### config.mk
export PLATFORM = sky130hd
export DESIGN_NAME = fcprc_host
export DESIGN_NICKNAME = d
export VERILOG_FILES = /design/src/logic/fcprc_pkg.sv /design/src/logic/fcprc_bus_cycle.sv /design/src/logic/fcprc_host.sv
export SDC_FILE = /design/constraint.sdc
export NUM_CORES = 1
export LEC_CHECK = 0
export ABC_AREA = 1
export ABC_CLOCK_PERIOD_IN_PS = 4600
export BUFFER_PORTS_ARGS = -buffer_cell sky130_fd_sc_hd__buf_2
export CORE_MARGIN = 2
export CORE_UTILIZATION = 61
export CTS_CLUSTER_SIZE = 10
export DETAILED_ROUTE_END_ITERATION = 10
export PLACE_DENSITY_LB_ADDON = 0.12
export SYNTH_ARGS = -nofsm -noshare
export SYNTH_HDL_FRONTEND = slang
export SYNTH_HIERARCHICAL = 1
export SYNTH_SLANG_ARGS = --single-unit
export TNS_END_PERCENT = 5
### constraint.sdc
create_clock -name sys_clk_in -period 4.6 [get_ports sys_clk_in]
set_input_delay 0.69 -clock sys_clk_in [delete_from_list [all_inputs] [get_ports sys_clk_in]]
set_output_delay 0.69 -clock sys_clk_in [all_outputs]
set_load 0.02 [all_outputs]
### src/logic/fcprc_pkg.sv
`default_nettype none
package fcprc_pkg;
	// ****************************************
	// Timing
	// ****************************************
	localparam int CLK_PERIOD_NS = 10;
	localparam int T_GLITCH_NS   = 5;
	localparam int T_WP_NS       = 35;
	localparam int T_AS_NS       = 10;
	localparam int T_DH_NS       = 10;
	localparam int T_RD_NS       = 70;
	// Least times round up to whole cycles
	localparam int GLITCH_CYC = (T_GLITCH_NS + CLK_PERIOD_NS - 1) / CLK_PERIOD_NS;
	localparam int WP_CYC     = (T_WP_NS + CLK_PERIOD_NS - 1) / CLK_PERIOD_NS;
	localparam int AS_CYC     = (T_AS_NS + CLK_PERIOD_NS - 1) / CLK_PERIOD_NS;
	localparam int DH_CYC     = (T_DH_NS + CLK_PERIOD_NS - 1) / CLK_PERIOD_NS;
	localparam int RD_CYC     = (T_RD_NS + CLK_PERIOD_NS - 1) / CLK_PERIOD_NS;
	localparam int CNT_W      = 4;

	// ****************************************
	// Widths and codes
	// ****************************************
	localparam int ADDR_W = 20;
	localparam int DATA_W = 16;
	localparam int SECT_N = 22;
	localparam int SECT_W = 5;
	localparam logic [ADDR_W-1:0] UNLOCK1_WORD  = 20'h00555;
	localparam logic [ADDR_W-1:0] UNLOCK2_WORD  = 20'h002aa;
	localparam logic [ADDR_W-1:0] UNLOCK1_BYTE  = 20'h00aaa;
	localparam logic [ADDR_W-1:0] UNLOCK2_BYTE  = 20'h00555;
	localparam logic [ADDR_W-1:0] BANK_LOW_WORD = 20'h00fff;
	localparam logic [ADDR_W-1:0] BANK_LOW_BYTE = 20'h01fff;
	localparam logic [ADDR_W-1:0] ID_LOW_WORD   = 20'h000ff;
	localparam logic [ADDR_W-1:0] ID_LOW_BYTE   = 20'h0007f;
	localparam logic [ADDR_W-1:0] ID_MFR_OFS    = 20'h00000;
	localparam logic [ADDR_W-1:0] ID_DEV_WORD   = 20'h00001;
	localparam logic [ADDR_W-1:0] ID_DEV_BYTE   = 20'h00002;
	localparam logic [ADDR_W-1:0] ID_PROT_WORD  = 20'h00002;
	localparam logic [ADDR_W-1:0] ID_PROT_BYTE  = 20'h00004;
	localparam logic [DATA_W-1:0] UNLOCK1_DATA  = 16'h00aa;
	localparam logic [DATA_W-1:0] UNLOCK2_DATA  = 16'h0055;
	localparam logic [DATA_W-1:0] ID_CMD        = 16'h0090;
	localparam logic [DATA_W-1:0] RESET_CMD     = 16'h00f0;
	localparam logic [1:0]        ID_SEL_MFR    = 2'h0;
	localparam logic [1:0]        ID_SEL_DEV    = 2'h1;
	localparam logic [1:0]        ID_SEL_PROT   = 2'h2;
	localparam int HV_A6_POS      = 6;
	localparam int TIMING_ERR_BIT = 5;
	localparam int PROT_BIT       = 0;

	// ****************************************
	// Types
	// ****************************************
	typedef enum logic [3:0] {
		OP_READ, OP_STATUS, OP_ID_ENTER, OP_ID_READ, OP_RESET,
		OP_HV_ID_READ, OP_PROTECT, OP_UNPROTECT, OP_TEMP_UNPROT
	} fcprc_op_t;

	typedef struct packed {
		fcprc_op_t          op;
		logic [ADDR_W-1:0]  addr;
		logic [DATA_W-1:0]  data;
		logic [SECT_W-1:0]  sector;
		logic [1:0]         id_sel;
	} fcprc_cmd_t;

	typedef struct packed {
		logic               rd;
		logic [ADDR_W-1:0]  addr;
		logic [DATA_W-1:0]  data;
	} fcprc_step_t;

	typedef struct packed {
		logic               ce_n;
		logic               oe_n;
		logic               we_n;
		logic [ADDR_W-1:0]  addr;
		logic [DATA_W-1:0]  dq;
		logic               dq_oe_n;
	} fcprc_bus_t;

	localparam fcprc_bus_t BUS_IDLE = '{ce_n: 1'b1, oe_n: 1'b1, we_n: 1'b1,
		addr: '0, dq: '0, dq_oe_n: 1'b1};
endpackage : fcprc_pkg
`default_nettype wire

### src/logic/fcprc_bus_cycle.sv
`timescale 1ns/100ps
`default_nettype none
module fcprc_bus_cycle (
	input  wire logic                            sys_clk_in,
	input  wire logic                            rst_in,
	input  wire logic                            start_in,
	input  wire fcprc_pkg::fcprc_step_t          step_in,
	input  wire logic [fcprc_pkg::DATA_W-1:0]    flash_dq_in,
	output var  fcprc_pkg::fcprc_bus_t           bus_out,
	output logic                                 done_out,
	output logic [fcprc_pkg::DATA_W-1:0]         rdata_out
);
	import fcprc_pkg::*;

	typedef enum logic [1:0] {PH_IDLE, PH_SETUP, PH_PULSE, PH_HOLD} fcprc_phase_t;

	fcprc_phase_t       phase_r, phase_nxt;
	logic [CNT_W-1:0]   cnt_r, cnt_nxt;
	fcprc_step_t        step_r, step_nxt;
	fcprc_bus_t         bus_nxt;
	logic               done_nxt;
	logic [DATA_W-1:0]  rdata_nxt;

	// ****************************************
	// Phase sequencing
	// ****************************************
	// Setup, strobe and hold phases; the bus image follows the next phase
	always_comb begin
		phase_nxt = phase_r;
		cnt_nxt   = cnt_r;
		step_nxt  = step_r;
		done_nxt  = 1'b0;
		rdata_nxt = rdata_out;
		unique case (phase_r)
			PH_IDLE: begin
				if (start_in) begin
					step_nxt  = step_in;
					phase_nxt = PH_SETUP;
					cnt_nxt   = CNT_W'(AS_CYC - 1);
				end
			end
			PH_SETUP: begin
				if (cnt_r == '0) begin
					phase_nxt = PH_PULSE;
					cnt_nxt   = step_r.rd ? CNT_W'(RD_CYC - 1) : CNT_W'(WP_CYC - 1);
				end else begin
					cnt_nxt = cnt_r - 1'b1;
				end
			end
			PH_PULSE: begin
				if (cnt_r == '0) begin
					if (step_r.rd) begin
						rdata_nxt = flash_dq_in;
					end
					phase_nxt = PH_HOLD;
					cnt_nxt   = CNT_W'(DH_CYC - 1);
				end else begin
					cnt_nxt = cnt_r - 1'b1;
				end
			end
			PH_HOLD: begin
				if (cnt_r == '0) begin
					phase_nxt = PH_IDLE;
					done_nxt  = 1'b1;
				end else begin
					cnt_nxt = cnt_r - 1'b1;
				end
			end
		endcase
		bus_nxt = BUS_IDLE;
		if (phase_nxt != PH_IDLE) begin
			bus_nxt.ce_n    = 1'b0;
			// address before strobe falls, data past its rise
			bus_nxt.addr    = step_nxt.addr;
			bus_nxt.dq      = step_nxt.rd ? '0 : step_nxt.data;
			bus_nxt.dq_oe_n = step_nxt.rd;
			bus_nxt.we_n    = !(phase_nxt == PH_PULSE && !step_nxt.rd);
			bus_nxt.oe_n    = !(phase_nxt == PH_PULSE && step_nxt.rd);
		end
	end

	// Strobes straight from flops so no decode glitch reaches the pins
	always_ff @(posedge sys_clk_in or posedge rst_in) begin
		if (rst_in) begin
			phase_r   <= PH_IDLE;
			cnt_r     <= '0;
			step_r    <= '0;
			bus_out   <= BUS_IDLE;
			done_out  <= 1'b0;
			rdata_out <= '0;
		end else begin
			phase_r   <= phase_nxt;
			cnt_r     <= cnt_nxt;
			step_r    <= step_nxt;
			bus_out   <= bus_nxt;
			done_out  <= done_nxt;
			rdata_out <= rdata_nxt;
		end
	end
endmodule : fcprc_bus_cycle
`default_nettype wire

### src/logic/fcprc_host.sv
// Behaviour
// - Address line nine voltage selects ID reads
// - Host refuses unprotect until all sectors are protected
// - Write needs ce, we low, oe high
// - Host resets after ID mode or timeout
// - Two unlocks then bank ID command
`timescale 1ns/100ps
`default_nettype none
module fcprc_host (
	input  wire logic                             sys_clk_in,
	input  wire logic                             rst_in,
	input  wire logic                             cmd_valid_in,
	input  wire fcprc_pkg::fcprc_cmd_t            cmd_in,
	input  wire logic                             byte_mode_in,
	input  wire logic                             supply_lockout_in,
	input  wire logic [fcprc_pkg::DATA_W-1:0]     flash_dq_in,
	output logic                                  cmd_ready_out,
	output logic                                  rsp_valid_out,
	output logic [fcprc_pkg::DATA_W-1:0]          rsp_data_out,
	output logic                                  rsp_err_out,
	output var  fcprc_pkg::fcprc_bus_t            flash_bus_out,
	output logic                                  id_voltage_addr_line_out,
	output logic                                  reset_hv_out,
	output logic [fcprc_pkg::SECT_N-1:0]          sect_prot_out
);
	import fcprc_pkg::*;

	typedef enum logic [1:0] {S_IDLE, S_STEP, S_WAIT, S_DONE} fcprc_state_t;

	fcprc_state_t       state_r, state_nxt;
	fcprc_cmd_t         cmd_r, cmd_nxt;
	logic [1:0]         step_r, step_nxt;
	logic [1:0]         last_r, last_nxt;
	logic               pre_r, pre_nxt;
	logic               id_mode_r, id_mode_nxt;
	logic               temp_r, temp_nxt;
	logic               start_r, start_nxt;
	logic               ready_nxt, rsp_valid_nxt, rsp_err_nxt, id_hv_nxt, reset_hv_nxt;
	logic [DATA_W-1:0]  rsp_data_nxt;
	logic [SECT_N-1:0]  prot_nxt;
	logic               prot_upd, prot_val;
	logic               is_write, pre_need;
	fcprc_step_t        cur_step;
	logic               bus_done;
	logic [DATA_W-1:0]  bus_rdata;

	// ****************************************
	// Bus cycle sequence
	// ****************************************
	// Step idx of a command; an optional leading reset leaves ID mode first
	function automatic fcprc_step_t step_of(input fcprc_cmd_t c, input logic [1:0] idx,
			input logic pre, input logic bm);
		fcprc_step_t       s;
		logic [1:0]        i;
		logic [ADDR_W-1:0] u1;
		logic [ADDR_W-1:0] u2;
		logic [ADDR_W-1:0] bank;
		logic [ADDR_W-1:0] idbase;
		s      = '{rd: 1'b0, addr: '0, data: RESET_CMD};
		i      = idx - {1'b0, pre};
		u1     = bm ? UNLOCK1_BYTE : UNLOCK1_WORD;
		u2     = bm ? UNLOCK2_BYTE : UNLOCK2_WORD;
		bank   = c.addr & ~(bm ? BANK_LOW_BYTE : BANK_LOW_WORD);
		idbase = c.addr & ~(bm ? ID_LOW_BYTE : ID_LOW_WORD);
		if (!(pre && idx == 2'h0)) begin
			unique case (c.op)
				OP_READ, OP_STATUS: begin
					s = '{rd: 1'b1, addr: c.addr, data: '0};
				end
				OP_ID_ENTER: begin
					if (i == 2'h0) begin
						s = '{rd: 1'b0, addr: u1, data: UNLOCK1_DATA};
					end else if (i == 2'h1) begin
						s = '{rd: 1'b0, addr: u2, data: UNLOCK2_DATA};
					end else begin
						s = '{rd: 1'b0, addr: bank | u1, data: ID_CMD};
					end
				end
				// offsets by word or byte mode
				OP_ID_READ: begin
					s.rd   = 1'b1;
					s.data = '0;
					if (c.id_sel == ID_SEL_MFR) begin
						s.addr = bank | ID_MFR_OFS;
					end else if (c.id_sel == ID_SEL_DEV) begin
						s.addr = bank | (bm ? ID_DEV_BYTE : ID_DEV_WORD);
					end else begin
						s.addr = idbase | (bm ? ID_PROT_BYTE : ID_PROT_WORD);
					end
				end
				// A6 low, A1 and A0 pick the code
				OP_HV_ID_READ: begin
					s.rd            = 1'b1;
					s.data          = '0;
					s.addr          = {c.addr[ADDR_W-1:2], c.id_sel};
					s.addr[HV_A6_POS] = 1'b0;
				end
				OP_PROTECT, OP_UNPROTECT: begin
					s = '{rd: 1'b0, addr: c.addr, data: c.data};
				end
				default: begin
					s = '{rd: 1'b0, addr: '0, data: RESET_CMD};
				end
			endcase
		end
		return s;
	endfunction

	assign cur_step = step_of(cmd_r, step_r, pre_r, byte_mode_in);
	// leave ID mode before reading array or status
	assign pre_need = id_mode_r && (cmd_in.op == OP_READ || cmd_in.op == OP_STATUS);
	assign is_write = pre_need || !(cmd_in.op == OP_READ || cmd_in.op == OP_STATUS
		|| cmd_in.op == OP_ID_READ || cmd_in.op == OP_HV_ID_READ);

	// ****************************************
	// Command state machine
	// ****************************************
	always_comb begin
		state_nxt     = state_r;
		cmd_nxt       = cmd_r;
		step_nxt      = step_r;
		last_nxt      = last_r;
		pre_nxt       = pre_r;
		id_mode_nxt   = id_mode_r;
		temp_nxt      = temp_r;
		start_nxt     = 1'b0;
		ready_nxt     = cmd_ready_out;
		rsp_valid_nxt = 1'b0;
		rsp_data_nxt  = rsp_data_out;
		rsp_err_nxt   = rsp_err_out;
		id_hv_nxt     = id_voltage_addr_line_out;
		reset_hv_nxt  = reset_hv_out;
		prot_upd      = 1'b0;
		prot_val      = 1'b0;
		unique case (state_r)
			S_IDLE: begin
				if (cmd_valid_in && cmd_ready_out) begin
					ready_nxt    = 1'b0;
					cmd_nxt      = cmd_in;
					rsp_data_nxt = '0;
					rsp_err_nxt  = 1'b0;
					state_nxt    = S_DONE;
					if (supply_lockout_in && is_write) begin
						rsp_err_nxt = 1'b1;
					// unprotect only once every sector is protected
					end else if (cmd_in.op == OP_UNPROTECT && !(&sect_prot_out)) begin
						rsp_err_nxt = 1'b1;
					end else if (cmd_in.op == OP_ID_READ && !id_mode_r) begin
						rsp_err_nxt = 1'b1;
					// temporary unprotect holds reset pin voltage
					end else if (cmd_in.op == OP_TEMP_UNPROT) begin
						temp_nxt     = cmd_in.data[0];
						reset_hv_nxt = cmd_in.data[0];
					end else begin
						pre_nxt      = pre_need;
						step_nxt     = 2'h0;
						last_nxt     = (cmd_in.op == OP_ID_ENTER) ? 2'h2 : {1'b0, pre_need};
						// raise line nine voltage only for code reads
						id_hv_nxt    = (cmd_in.op == OP_HV_ID_READ);
						reset_hv_nxt = temp_r || cmd_in.op == OP_PROTECT
							|| cmd_in.op == OP_UNPROTECT;
						state_nxt    = S_STEP;
					end
				end
			end
			S_STEP: begin
				// abort a write step before its strobe if lockout arrived
				if (supply_lockout_in && !cur_step.rd) begin
					rsp_err_nxt = 1'b1;
					state_nxt   = S_DONE;
				end else begin
					start_nxt = 1'b1;
					state_nxt = S_WAIT;
				end
			end
			S_WAIT: begin
				if (bus_done) begin
					if (cur_step.rd) begin
						rsp_data_nxt = bus_rdata;
					end
					if (pre_r && step_r == 2'h0) begin
						id_mode_nxt = 1'b0;
					end
					state_nxt = S_STEP;
					step_nxt  = step_r + 2'h1;
					if (step_r == last_r) begin
						state_nxt = S_DONE;
						unique case (cmd_r.op)
							OP_ID_ENTER: id_mode_nxt = 1'b1;
							OP_RESET: id_mode_nxt = 1'b0;
							OP_ID_READ: begin
								prot_upd = (cmd_r.id_sel == ID_SEL_PROT);
								prot_val = bus_rdata[PROT_BIT];
							end
							OP_PROTECT: begin
								prot_upd = 1'b1;
								prot_val = 1'b1;
							end
							OP_UNPROTECT: begin
								prot_upd = 1'b1;
								prot_val = 1'b0;
							end
							OP_STATUS: begin
								if (bus_rdata[TIMING_ERR_BIT]) begin
									rsp_err_nxt = 1'b1;
									cmd_nxt.op  = OP_RESET;
									pre_nxt     = 1'b0;
									step_nxt    = 2'h0;
									last_nxt    = 2'h0;
									state_nxt   = S_STEP;
								end
							end
							default: begin
							end
						endcase
					end
				end
			end
			S_DONE: begin
				rsp_valid_nxt = 1'b1;
				ready_nxt     = 1'b1;
				id_hv_nxt     = 1'b0;
				reset_hv_nxt  = temp_r;
				state_nxt     = S_IDLE;
			end
		endcase
		// lockout flag puts the device back in array mode
		if (supply_lockout_in) begin
			id_mode_nxt = 1'b0;
		end
	end

	// Per sector protection record
	generate
		for (genvar g = 0; g < SECT_N; g++) begin : g_prot
			assign prot_nxt[g] = (prot_upd && cmd_r.sector == SECT_W'(g)) ? prot_val
				: sect_prot_out[g];
		end
	endgenerate

	// record starts unprotected; strobes idle from reset
	always_ff @(posedge sys_clk_in or posedge rst_in) begin
		if (rst_in) begin
			state_r                  <= S_IDLE;
			cmd_r                    <= '0;
			step_r                   <= '0;
			last_r                   <= '0;
			pre_r                    <= 1'b0;
			id_mode_r                <= 1'b0;
			temp_r                   <= 1'b0;
			start_r                  <= 1'b0;
			cmd_ready_out            <= 1'b1;
			rsp_valid_out            <= 1'b0;
			rsp_data_out             <= '0;
			rsp_err_out              <= 1'b0;
			id_voltage_addr_line_out <= 1'b0;
			reset_hv_out             <= 1'b0;
			sect_prot_out            <= '0;
		end else begin
			state_r                  <= state_nxt;
			cmd_r                    <= cmd_nxt;
			step_r                   <= step_nxt;
			last_r                   <= last_nxt;
			pre_r                    <= pre_nxt;
			id_mode_r                <= id_mode_nxt;
			temp_r                   <= temp_nxt;
			start_r                  <= start_nxt;
			cmd_ready_out            <= ready_nxt;
			rsp_valid_out            <= rsp_valid_nxt;
			rsp_data_out             <= rsp_data_nxt;
			rsp_err_out              <= rsp_err_nxt;
			id_voltage_addr_line_out <= id_hv_nxt;
			reset_hv_out             <= reset_hv_nxt;
			sect_prot_out            <= prot_nxt;
		end
	end

	// Pin timing engine
	fcprc_bus_cycle u_bus (
		.sys_clk_in  (sys_clk_in),
		.rst_in      (rst_in),
		.start_in    (start_r),
		.step_in     (cur_step),
		.flash_dq_in (flash_dq_in),
		.bus_out     (flash_bus_out),
		.done_out    (bus_done),
		.rdata_out   (bus_rdata)
	);
endmodule : fcprc_host
`default_nettype wire

After elaboration in Yosys (flattened, before gate mapping)
Index checks and enable logic that the tools add are counted.

Bitwise gates (word level): 10. Reductions and logical operators: 76. Muxes and demuxes: 122. Eq/ne operators: 59. $add $sub $neg: 3.

Operators by type and width (number): one-hot mux 37 bit (5 select lines) (1); two-way mux 37 bit (3); two-way mux 36 bit (2); two-way mux 2 bit (33); two-way mux 16 bit (4); two-way mux 47 bit (1); two-way mux 1 bit (46); AND 20 bit (2); equality test 5 x 4 -> 1 bit (second input constant) (8); two-way mux 20 bit (2); two-way mux 40 bit (1); two-way mux 4 bit (8); one-hot mux 16 bit (2 select lines) (1); logical AND 1 bit (31); equality test 5 bit (second input constant) (6); equality test 4 x 3 -> 1 bit (second input constant) (7); AND reduction 22 bit (1); equality test 5 x 3 -> 1 bit (second input constant) (4); != test 2 bit (second input constant) (10); NOT 13 -> 20 bit (1); NOT 8 -> 20 bit (1); OR 20 x 12 -> 20 bit (1); OR 20 x 2 -> 20 bit (1); OR 20 x 3 -> 20 bit (1); 39 further kinds (94).

Bits in registers: 200. Output and inout port bits: 83. Input bits: 68. Word-level logic and storage cells: 323.

Longest topological paths before layout
Gate-level depths: netlist of the first run.

Depth after elaboration: 14. Gate-level depth with buffers: 13. Mapped depth without buffers: 13.

Hierarchy
Netlist of the first run, hierarchy kept.

Modules (own cells, without submodules): fcprc_host (seq. area each 2503.7 sq um, cells each 742, times used 1, area each 5436.5 sq um); fcprc_bus_cycle (seq. area each 2507.4 sq um, cells each 397, times used 1, area each 3927.5 sq um).

Worst setup path before layout of the first run
Ideal clock, no wire load.

Path kind: reg-to-reg. Start: register step_r[0] (netlist name). End: register u_bus/bus_out[17] (netlist bit). Buffers on the path: 0. Slack: 2.577 ns. Cell stages (with the launch flop): 14. Period minus slack after synthesis: 2.023 ns. Setup time: 0.124 ns. Data arrival time: 1.899 ns. Cell sequence: dfrtp_1 -> inv_2 -> ha_1 -> or2_2 -> nand2_1 -> inv_1 -> nand2_1 -> ha_1 -> nand2_1 -> nand2_1 -> nand2_1 -> a21oi_1 -> o21ai_0 -> nor2_1.

RTL lines: end signal, assigned (line fcprc_bus_cycle.sv:95) `bus_out <= bus_nxt;`; end, declared (line fcprc_bus_cycle.sv:9) `output var fcprc_pkg::fcprc_bus_t bus_out,`.

Final worst setup path of the first run
Start: register state_r[0]. End: register reset_hv_out.

Word-level cells in the longest chain between the ends: 3. Elaborated cells between the ends (all ways): 9.

Ends and longest elaborated chain: start, declared (line fcprc_host.sv:30) `fcprc_state_t state_r, state_nxt;`; start signal, assigned (line fcprc_host.sv:260) `state_r <= state_nxt;`; zero test 2 bit or equality test 2 bit (tied branches) (line fcprc_host.sv:135) `unique case (state_r)`; != test 2 bit (no line) or nonzero test 2 bit (tied branches); AND reduction 5 bit (no line); end signal, assigned (line fcprc_host.sv:273) `reset_hv_out <= reset_hv_nxt;`; end, declared (line fcprc_host.sv:23) `output logic reset_hv_out,`.

Several ways; a longest one is shown, not always the timed one. A chain may end at the register's enable or synchronous reset.

==> results of run 1 <==
-- layout make-up --
cell class                      instances  area share [%]
Sequential cell                       200            47.1
Multi-Input combinational cell        786            34.0
Timing Repair Buffer                  154            7.34
Clock buffer                           20            4.39
Inverter                              109            3.92
Tap cell                              188            2.21
Clock inverter                         11            1.07
-- registers in the layout (all words and copies together) (netlist names), 2 cells and up --
register / flops
rsp_data_out: 16
sect_prot_out: 22
u_bus/rdata_out: 16
state_r: 2
u_bus/bus_out: 40
cmd_r: 47
last_r: 2
u_bus/phase_r: 2
step_r: 2
u_bus/cnt_r: 4
u_bus/step_r: 37
-- critical path: cells and delay by family, from the launching register on --
kind | cells | cell delay (ps)
simple gates | 5 | 710
buf+inv | 4 | 1410
flops | 1 | 430
fa+ha+maj | 1 | 320
-- metrics by stage --
| step | cells | total power [mW] |
|---|---|---|
| after floorplan | 1139 | 1.83 |
| after global placement | 1437 | 1.88 |
| final | 1468 | 3.31 |
| after global routing | 1468 | 3.41 |
| after detailed placement | 1437 | 1.88 |
| after CTS | 1468 | 3.33 |
-- power by group through the flow --
| stage | Clock (mW) | Combinational, mW | Sequential (mW) |
|---|---|---|---|
| after global routing | 1.55 | 0.101 | 1.76 |
| after global placement | 0 | 0.0906 | 1.79 |
| after floorplan | 0 | 0.0377 | 1.79 |
| after detailed placement | 0 | 0.0898 | 1.79 |
| final | 1.47 | 0.0875 | 1.76 |
| after CTS | 1.49 | 0.0898 | 1.76 |
-- placed cells by master, fill, tap and decap left out, types with 3 or more instances in the layout --
cell type | netlist | layout
clkbuf_8 | 1 | 3
nor2_2 | 3 | 3
clkinv_4 | 0 | 3
nand3_2 | 3 | 3
buf_2 | 12 | 150
nor3_1 | 15 | 15
nand2_1 | 421 | 421
buf_4 | 5 | 4
nand4_1 | 15 | 15
o21ai_0 | 39 | 39
o21ai_1 | 7 | 7
or2_0 | 3 | 3
nor2_1 | 101 | 100
a21oi_1 | 28 | 28
nand2_4 | 4 | 4
ha_1 | 12 | 12
or2_1 | 10 | 10
inv_6 | 0 | 3
clkbuf_16 | 0 | 17
dfrtp_1 | 195 | 195
nand2_2 | 5 | 5
or2_2 | 8 | 8
inv_4 | 1 | 3
o21ai_2 | 12 | 12
nor2_4 | 3 | 4
inv_2 | 7 | 7
a21oi_4 | 3 | 3
dfstp_2 | 5 | 5
nand3_1 | 82 | 82
inv_1 | 100 | 98
-- cell usage after synthesis --
library cell	instances
clkbuf_1	9
and2_1	1
clkbuf_8	1
o22ai_1	1
nand4_1	15
nor2_2	3
a22oi_1	2
nand2_2	5
nand3_2	3
a21oi_2	1
buf_2	12
o21ai_2	12
buf_4	5
inv_2	7
or2_1	10
a211oi_2	1
o21ai_1	7
nor3_4	1
buf_6	16
o21ai_0	39
or2_2	8
nor3_1	15
dfstp_2	5
nand2_4	4
dfrtp_1	195
a31oi_1	2
inv_1	100
nor2_4	3
a21oi_4	3
dlymetal6s2s_1	1
or2_0	3
nand2_1	421
o211ai_1	2
nand3b_1	1
ha_1	12
clkinv_1	1
nor2_1	101
inv_4	1
nand3_1	82
a21oi_1	28
-- metal layers --
metal  vias up  global-route usage (%)
li1       3825                       -
met1      3675                    37.8
met4         0                    8.08
met3        26                    4.47
met2       233                    44.5
met5         -                       0
-- path summary, 6_finish.rpt --
check                                 endpoint
setup / recovery                  reset_hv_out
hold / removal             u_bus/rdata_out[12]
setup reg to reg                  reset_hv_out
hold reg to reg             u_bus/rdata_out[4]
max in group asynchronous     u_bus/bus_out[6]
min in group sys_clk_in              cmd_r[16]
-- logic make-up (layout without fill, tap and decap cells) --
logic type	after synthesis	after routing	share of synthesized area, %
AO/OA/AOI/OAI	98	98	6.35
AND/OR/NAND/NOR	676	676	30.5
flip-flops	200	200	53.5
buffers and inverters	153	294	8.00
adder cells (fa/ha/maj)	12	12	1.60
==> impl_metrics.csv, run 1 <==
group,metric,value,unit
timing,final_critical_path_setup_slack,1620,ps
pwr,power.density,311,nW/um^2
synthesis,yosysTopAreaCellShare,52.1,%
timing,final_max_slew_viol_count,0,
clock_tree,cts.sinks,200,
timing,fin_setup_tns,0,ps
die,design.core.area,15100,sq um
worst_setup_path,timing.reg2reg.setup_slack,1620,ps
drt,drc,0,
synthesis,synth.top_cells.by_area,"dfrtp_1 52%, nand2_1 17%, nand3_1 4.4%",
timing,setup_repair_after_global_routing_missed_its_margin,"no",
cells_and_area,layout_cells_sized_above_1,19.1,%
clock_tree,cts-buffers-inserted,17,
cells_and_area,n_antenna_cell,0,
synthesis,ys_ff_latch,200,
clock_tree,cts_root_buffer,"clkbuf_16",
timing,slew_limit_headroom,17.0,%
synthesis,synth_warnings,6,
clock_tree,cts_htree_levels,4,
drt,met1Wirelength,9.51,mm
timing,post-route-period-util,64.9,%
die,die_height,128,um
synthesis,synthesis.area,9360,sq um
drt,highest_layer,"met4",
drt,detail_route.first_pass.iterations,6,
die,fp.dieArea,16400,sq um
place,post-place-ws,1600,ps
worst_setup_path,worst_setup_path_startpoint,"state_r[0]",
cells_and_area,post-route-util,70.5,%
pwr,combPwrFrac,2.6,%
cells_and_area,seqCellArea,5010,sq um
worst_setup_path,critical_path.max_fanout,51,
pwr,max-vdd-ir-drop,252,uV
pwr,power_frac_seq,53.1,%
pwr,switching_power,0.731,mW
cells_and_area,syn2layout_area_growth,13.6,%
cells_and_area,postLayoutCellArea,10600,sq um
cells_and_area,area_occupied_by_multi_input_gates,3610,sq um
synthesis,syn_area_per_cell,8.22,sq um
timing,hold_viol_final,0,
clock_tree,cts_tree,"yes",
die,die_width,128,um
worst_setup_path,end_kind,"flop",
run,drv_cap,0,
synthesis,seq_area_frac_synth,53.5,%
pwr,cellInternalPower,2.58,mW
drt,wirelength,21.1,mm
timing,max_clock_freq,335,MHz
worst_setup_path,critPathRequiredTime,4930,ps
pwr,switching_share,22.1,%
pwr,p_leak,5.92,nW
clock_tree,cts-root-to-sink-buffers,2,
synthesis,yosysUniqueCellTypes,40,
worst_setup_path,r2r-start,"state_r[0]",
global_route,grt_antenna_before_repair,0,
worst_setup_path,setup.worst_path.class,"flop to flop",
global_route,number_of_global_route_vias_before_repair,7281,
clock_tree,path_clk_slew,70,ps
pwr,clkPwrFrac,44.3,%
worst_setup_path,timing.critical_path.arrival,3310,ps
global_route,grt_max_degree,79,
drt,detailroute.wirelength.met2,10.1,mm
place,hpwlAfterDp,14.2,mm
drt,drt-vias-per-instance,5.29,
timing,timing.hold.ws,448,ps
clock_tree,hold_buffers_post_cts,0,
worst_setup_path,critical_path.slowest_cell,"inv_1",
place,io_buffers,150,
global_route,grt_util_all_layers,27.2,%
global_route,grt_first_pass_wirelength,35.1,mm
worst_setup_path,cp-start-kind,"flop",
global_route,grt_remaining_overflow,0,
drt,routed-wl-met3,1.14,mm
die,ports,151,
place,place_congestion,0.830,
place,place_area,10100,sq um
synthesis,synthCells,1139,
drt,detail-route-antenna-nets,0,
timing,worst_pin_slew,1240,ps
timing,report.final.setup_viol,0,
cells_and_area,count_of_fill_cells_added_during_filler_insertion,1253,
cells_and_area,design.final.nets,1348,
worst_hold_path,min_path_type,"input port to async pin",
die,initial_core_util,62.1,%
status,status,"finished, final reports clean",
timing,timing.clock.skew,8.80,ps
synthesis,synthesis.nets,1219,
drt,drt_iter0_markers,583,
worst_setup_path,path_cells,"inv_1 -> ha_1 -> inv_1 -> nor2_4 -> buf_4 -> inv_1 -> nand2_1 -> nand4_1 -> nand2_1 -> nand2_1",
synthesis,synth.largest_area_cell,"dfrtp_1",
clock_tree,worstSkewPairLatency,430,ps
clock_tree,cts_resized,0,
worst_setup_path,reg2reg_depth,10,
worst_setup_path,slowest_delay,700,ps
timing,layout_min_cycle_time,2980,ps
clock_tree,postCtsSetupBuffers,0,
drt,drt-wirelength-per-cell,14.3,um
drt,detailroute.via_count,7759,
die,core.rowCount,45,
Note: power is estimated with default switching activity, not from simulation.
==> run 2, diff against run 1 <==
--- a/config.mk
+++ b/config.mk
@@ -6,10 +6,10 @@
 export NUM_CORES = 1
 export LEC_CHECK = 0
 export ABC_AREA = 1
-export ABC_CLOCK_PERIOD_IN_PS = 4600
+export ABC_CLOCK_PERIOD_IN_PS = 3100
 export BUFFER_PORTS_ARGS = -buffer_cell sky130_fd_sc_hd__buf_2
 export CORE_MARGIN = 2
-export CORE_UTILIZATION = 61
+export CORE_UTILIZATION = 57
 export CTS_CLUSTER_SIZE = 10
 export DETAILED_ROUTE_END_ITERATION = 10
 export PLACE_DENSITY_LB_ADDON = 0.12
==> constraint.sdc (replaced) <==
create_clock -name sys_clk_in -period 3.1 [get_ports sys_clk_in]
set_input_delay 0.465 -clock sys_clk_in [delete_from_list [all_inputs] [get_ports sys_clk_in]]
set_output_delay 0.465 -clock sys_clk_in [all_outputs]
set_load 0.02 [all_outputs]
==> run 2 against run 1 <==
Compared with the run above: register-to-register slack lost 930 ps; critical path depth fell by 1; clock power increased by 71%; wire length rose by 4.0%; largest cell class unchanged; largest power group unchanged.
==> impl_metrics.csv, run 2 (synthesis results as in run 1) <==
group,metric,value,unit
status,status,"finished, final reports clean",
timing,fin_setup_tns,0,ps
worst_setup_path,critical_path.max_fanout,32,
die,fp.dieArea,17500,sq um
worst_setup_path,timing.critical_path.arrival,2760,ps
cells_and_area,regMostFlops,"cmd_r",
clock_tree,cts.sinks,200,
die,die_height,132,um
worst_hold_path,min_path_type,"input port to flop",
cells_and_area,n_antenna_cell,0,
worst_setup_path,slowest_delay,590,ps
timing,timing.clock.skew,10.9,ps
worst_setup_path,critical_path.top_delay_family,"compound AO/OA/AOI/OAI gates",
clock_tree,cts-root-to-sink-buffers,2,
timing,max_clock_freq,415,MHz
cells_and_area,final_cell_count_no_fill,1507,
place,place_area,10200,sq um
clock_tree,cts_tree,"yes",
die,core.rowCount,46,
global_route,number_of_global_route_vias_before_repair,7470,
drt,detailroute.via_count,7762,
cells_and_area,postLayoutCellArea,10900,sq um
run,drv_cap,0,
drt,detail-route-antenna-nets,0,
drt,detail_route.first_pass.iterations,5,
timing,final_critical_path_setup_slack,688,ps
die,initial_core_util,58.7,%
cells_and_area,top_regs,"cmd_r x47, u_bus/bus_out x40, u_bus/step_r x37",
worst_setup_path,critical_path_buf_inv_count,2,
worst_setup_path,timing.reg2reg.setup_slack,690,ps
timing,final_max_slew_viol_count,0,
die,design.core.area,15900,sq um
drt,drt-wirelength-per-cell,14.5,um
clock_tree,postCtsSetupBuffers,0,
global_route,grt_antenna_before_repair,0,
place,post-place-ws,704,ps
timing,slew_limit_headroom,52.0,%
pwr,p_leak,6.02,nW
drt,drt-vias-per-instance,5.15,
timing,layout_min_cycle_time,2410,ps
cells_and_area,layout_commonest_cell,"nand2_1",
worst_setup_path,path_cells,"inv_1 -> ha_1 -> nand2_1 -> nand2_1 -> inv_1 -> o21ai_2 -> a21oi_4 -> nand3_1 -> o21ai_0",
worst_setup_path,setup.worst_path.class,"flop to flop",
cells_and_area,syn2layout_area_growth,16.0,%
cells_and_area,layout_cells_sized_above_1,19.8,%
die,ports,151,
global_route,grt_first_pass_wirelength,36.7,mm
clock_tree,worstSkewPairLatency,430,ps
pwr,max-vdd-ir-drop,485,uV
timing,post-route-period-util,77.8,%
drt,drc,0,
global_route,grt_max_degree,91,
global_route,grt_remaining_overflow,0,
cells_and_area,design.final.nets,1358,
worst_setup_path,end_kind,"flop",
worst_setup_path,cp-start-kind,"flop",
drt,drt_iter0_markers,568,
place,io_buffers,150,
die,die_width,132,um
worst_setup_path,critical_path.slowest_cell,"a21oi_4",
timing,worst_pin_slew,718,ps
cells_and_area,most-common-layout-cells,"421 x nand2_1, 195 x dfrtp_1, 150 x buf_2",
cells_and_area,largest_register_ff_count,47,
place,place_congestion,0.889,
timing,hold_viol_final,0,
drt,wirelength,21.9,mm
clock_tree,cts_root_buffer,"clkbuf_16",
clock_tree,cts_htree_levels,4,
pwr,power.density,483,nW/um^2
clock_tree,cts_resized,0,
place,hpwlAfterDp,14.6,mm
global_route,grt_util_all_layers,25.9,%
clock_tree,path_clk_slew,70,ps
place,dpl.cell_count,1474,
timing,setup_repair_after_global_routing_missed_its_margin,"no",
timing,report.final.setup_viol,0,
clock_tree,hold_buffers_post_cts,1,
clock_tree,cts-buffers-inserted,17,
worst_setup_path,critPathRequiredTime,3450,ps
## run 2: changes by cell type in the layout (fill, tap and decap cells not counted), moves of 2 or more
cell / before / now
buf_12: 0 / 2
buf_4: 4 / 11
bufinv_16: 1 / 5
clkbuf_8: 3 / 1
clkinv_4: 3 / 1
clkinvlp_4: 2 / 0
inv_6: 3 / 5
## run 2: worst min-delay path, delay by kind of cell
kind / cells / cell delay (ps)
AND/OR/NAND/NOR: 2 / 90
buffers and inverters: 1 / 70
## run 2: metrics by stage
step,hold WS (ps),power [mW],utilization (%)
after detailed placement,412,2.79,63.9
after global routing,226,5.41,68.1
final,231,5.25,68.1
after floorplan,436,2.71,-
after global placement,414,2.79,63.9
after CTS,224,5.28,68.1
## run 2: final timing paths
kind | endpoint | start | cells after the start
worst min-delay path | cmd_r[21] | cmd_in[21] | 3
min in group asynchronous | rsp_data_out[11] | rst_in | 3
worst min register to register | cmd_r[19] | cmd_r[19] | 2
worst max-delay path | rsp_data_out[15] | state_r[0] | 9
max in group asynchronous | u_bus/step_r[28] | rst_in | 4
worst max register to register | rsp_data_out[15] | state_r[0] | 9
## run 2: final cells by class
cell class / count / area, sq um
well taps: 216 / 270
repair buffers: 164 / 883
inverters: 109 / 417
multi-input cells: 786 / 3610
clock buffers: 18 / 439
flip-flops and latches: 200 / 5010
fillers: 1344 / 5080
clock inverters: 14 / 230
## run 2: power breakdown
part / total [mW] / internal, mW / switching (mW)
combinational: 0.131 / 0.0427 / 0.0883
sequential: 2.61 / 2.61 / 0.0000000000000000298
clock: 2.51 / 1.48 / 1.03
## run 2: routing by layer
| metal | wire [um] | GRT usage, % | vias up |
|---|---|---|---|
| met1 | 9880 | 36.1 | 3672 |
| li1 | - | - | 3831 |
| met4 | 399 | 6.93 | 0 |
| met5 | 0 | 0 | - |
| met2 | 10500 | 42.1 | 231 |
| met3 | 1090 | 4.92 | 28 |
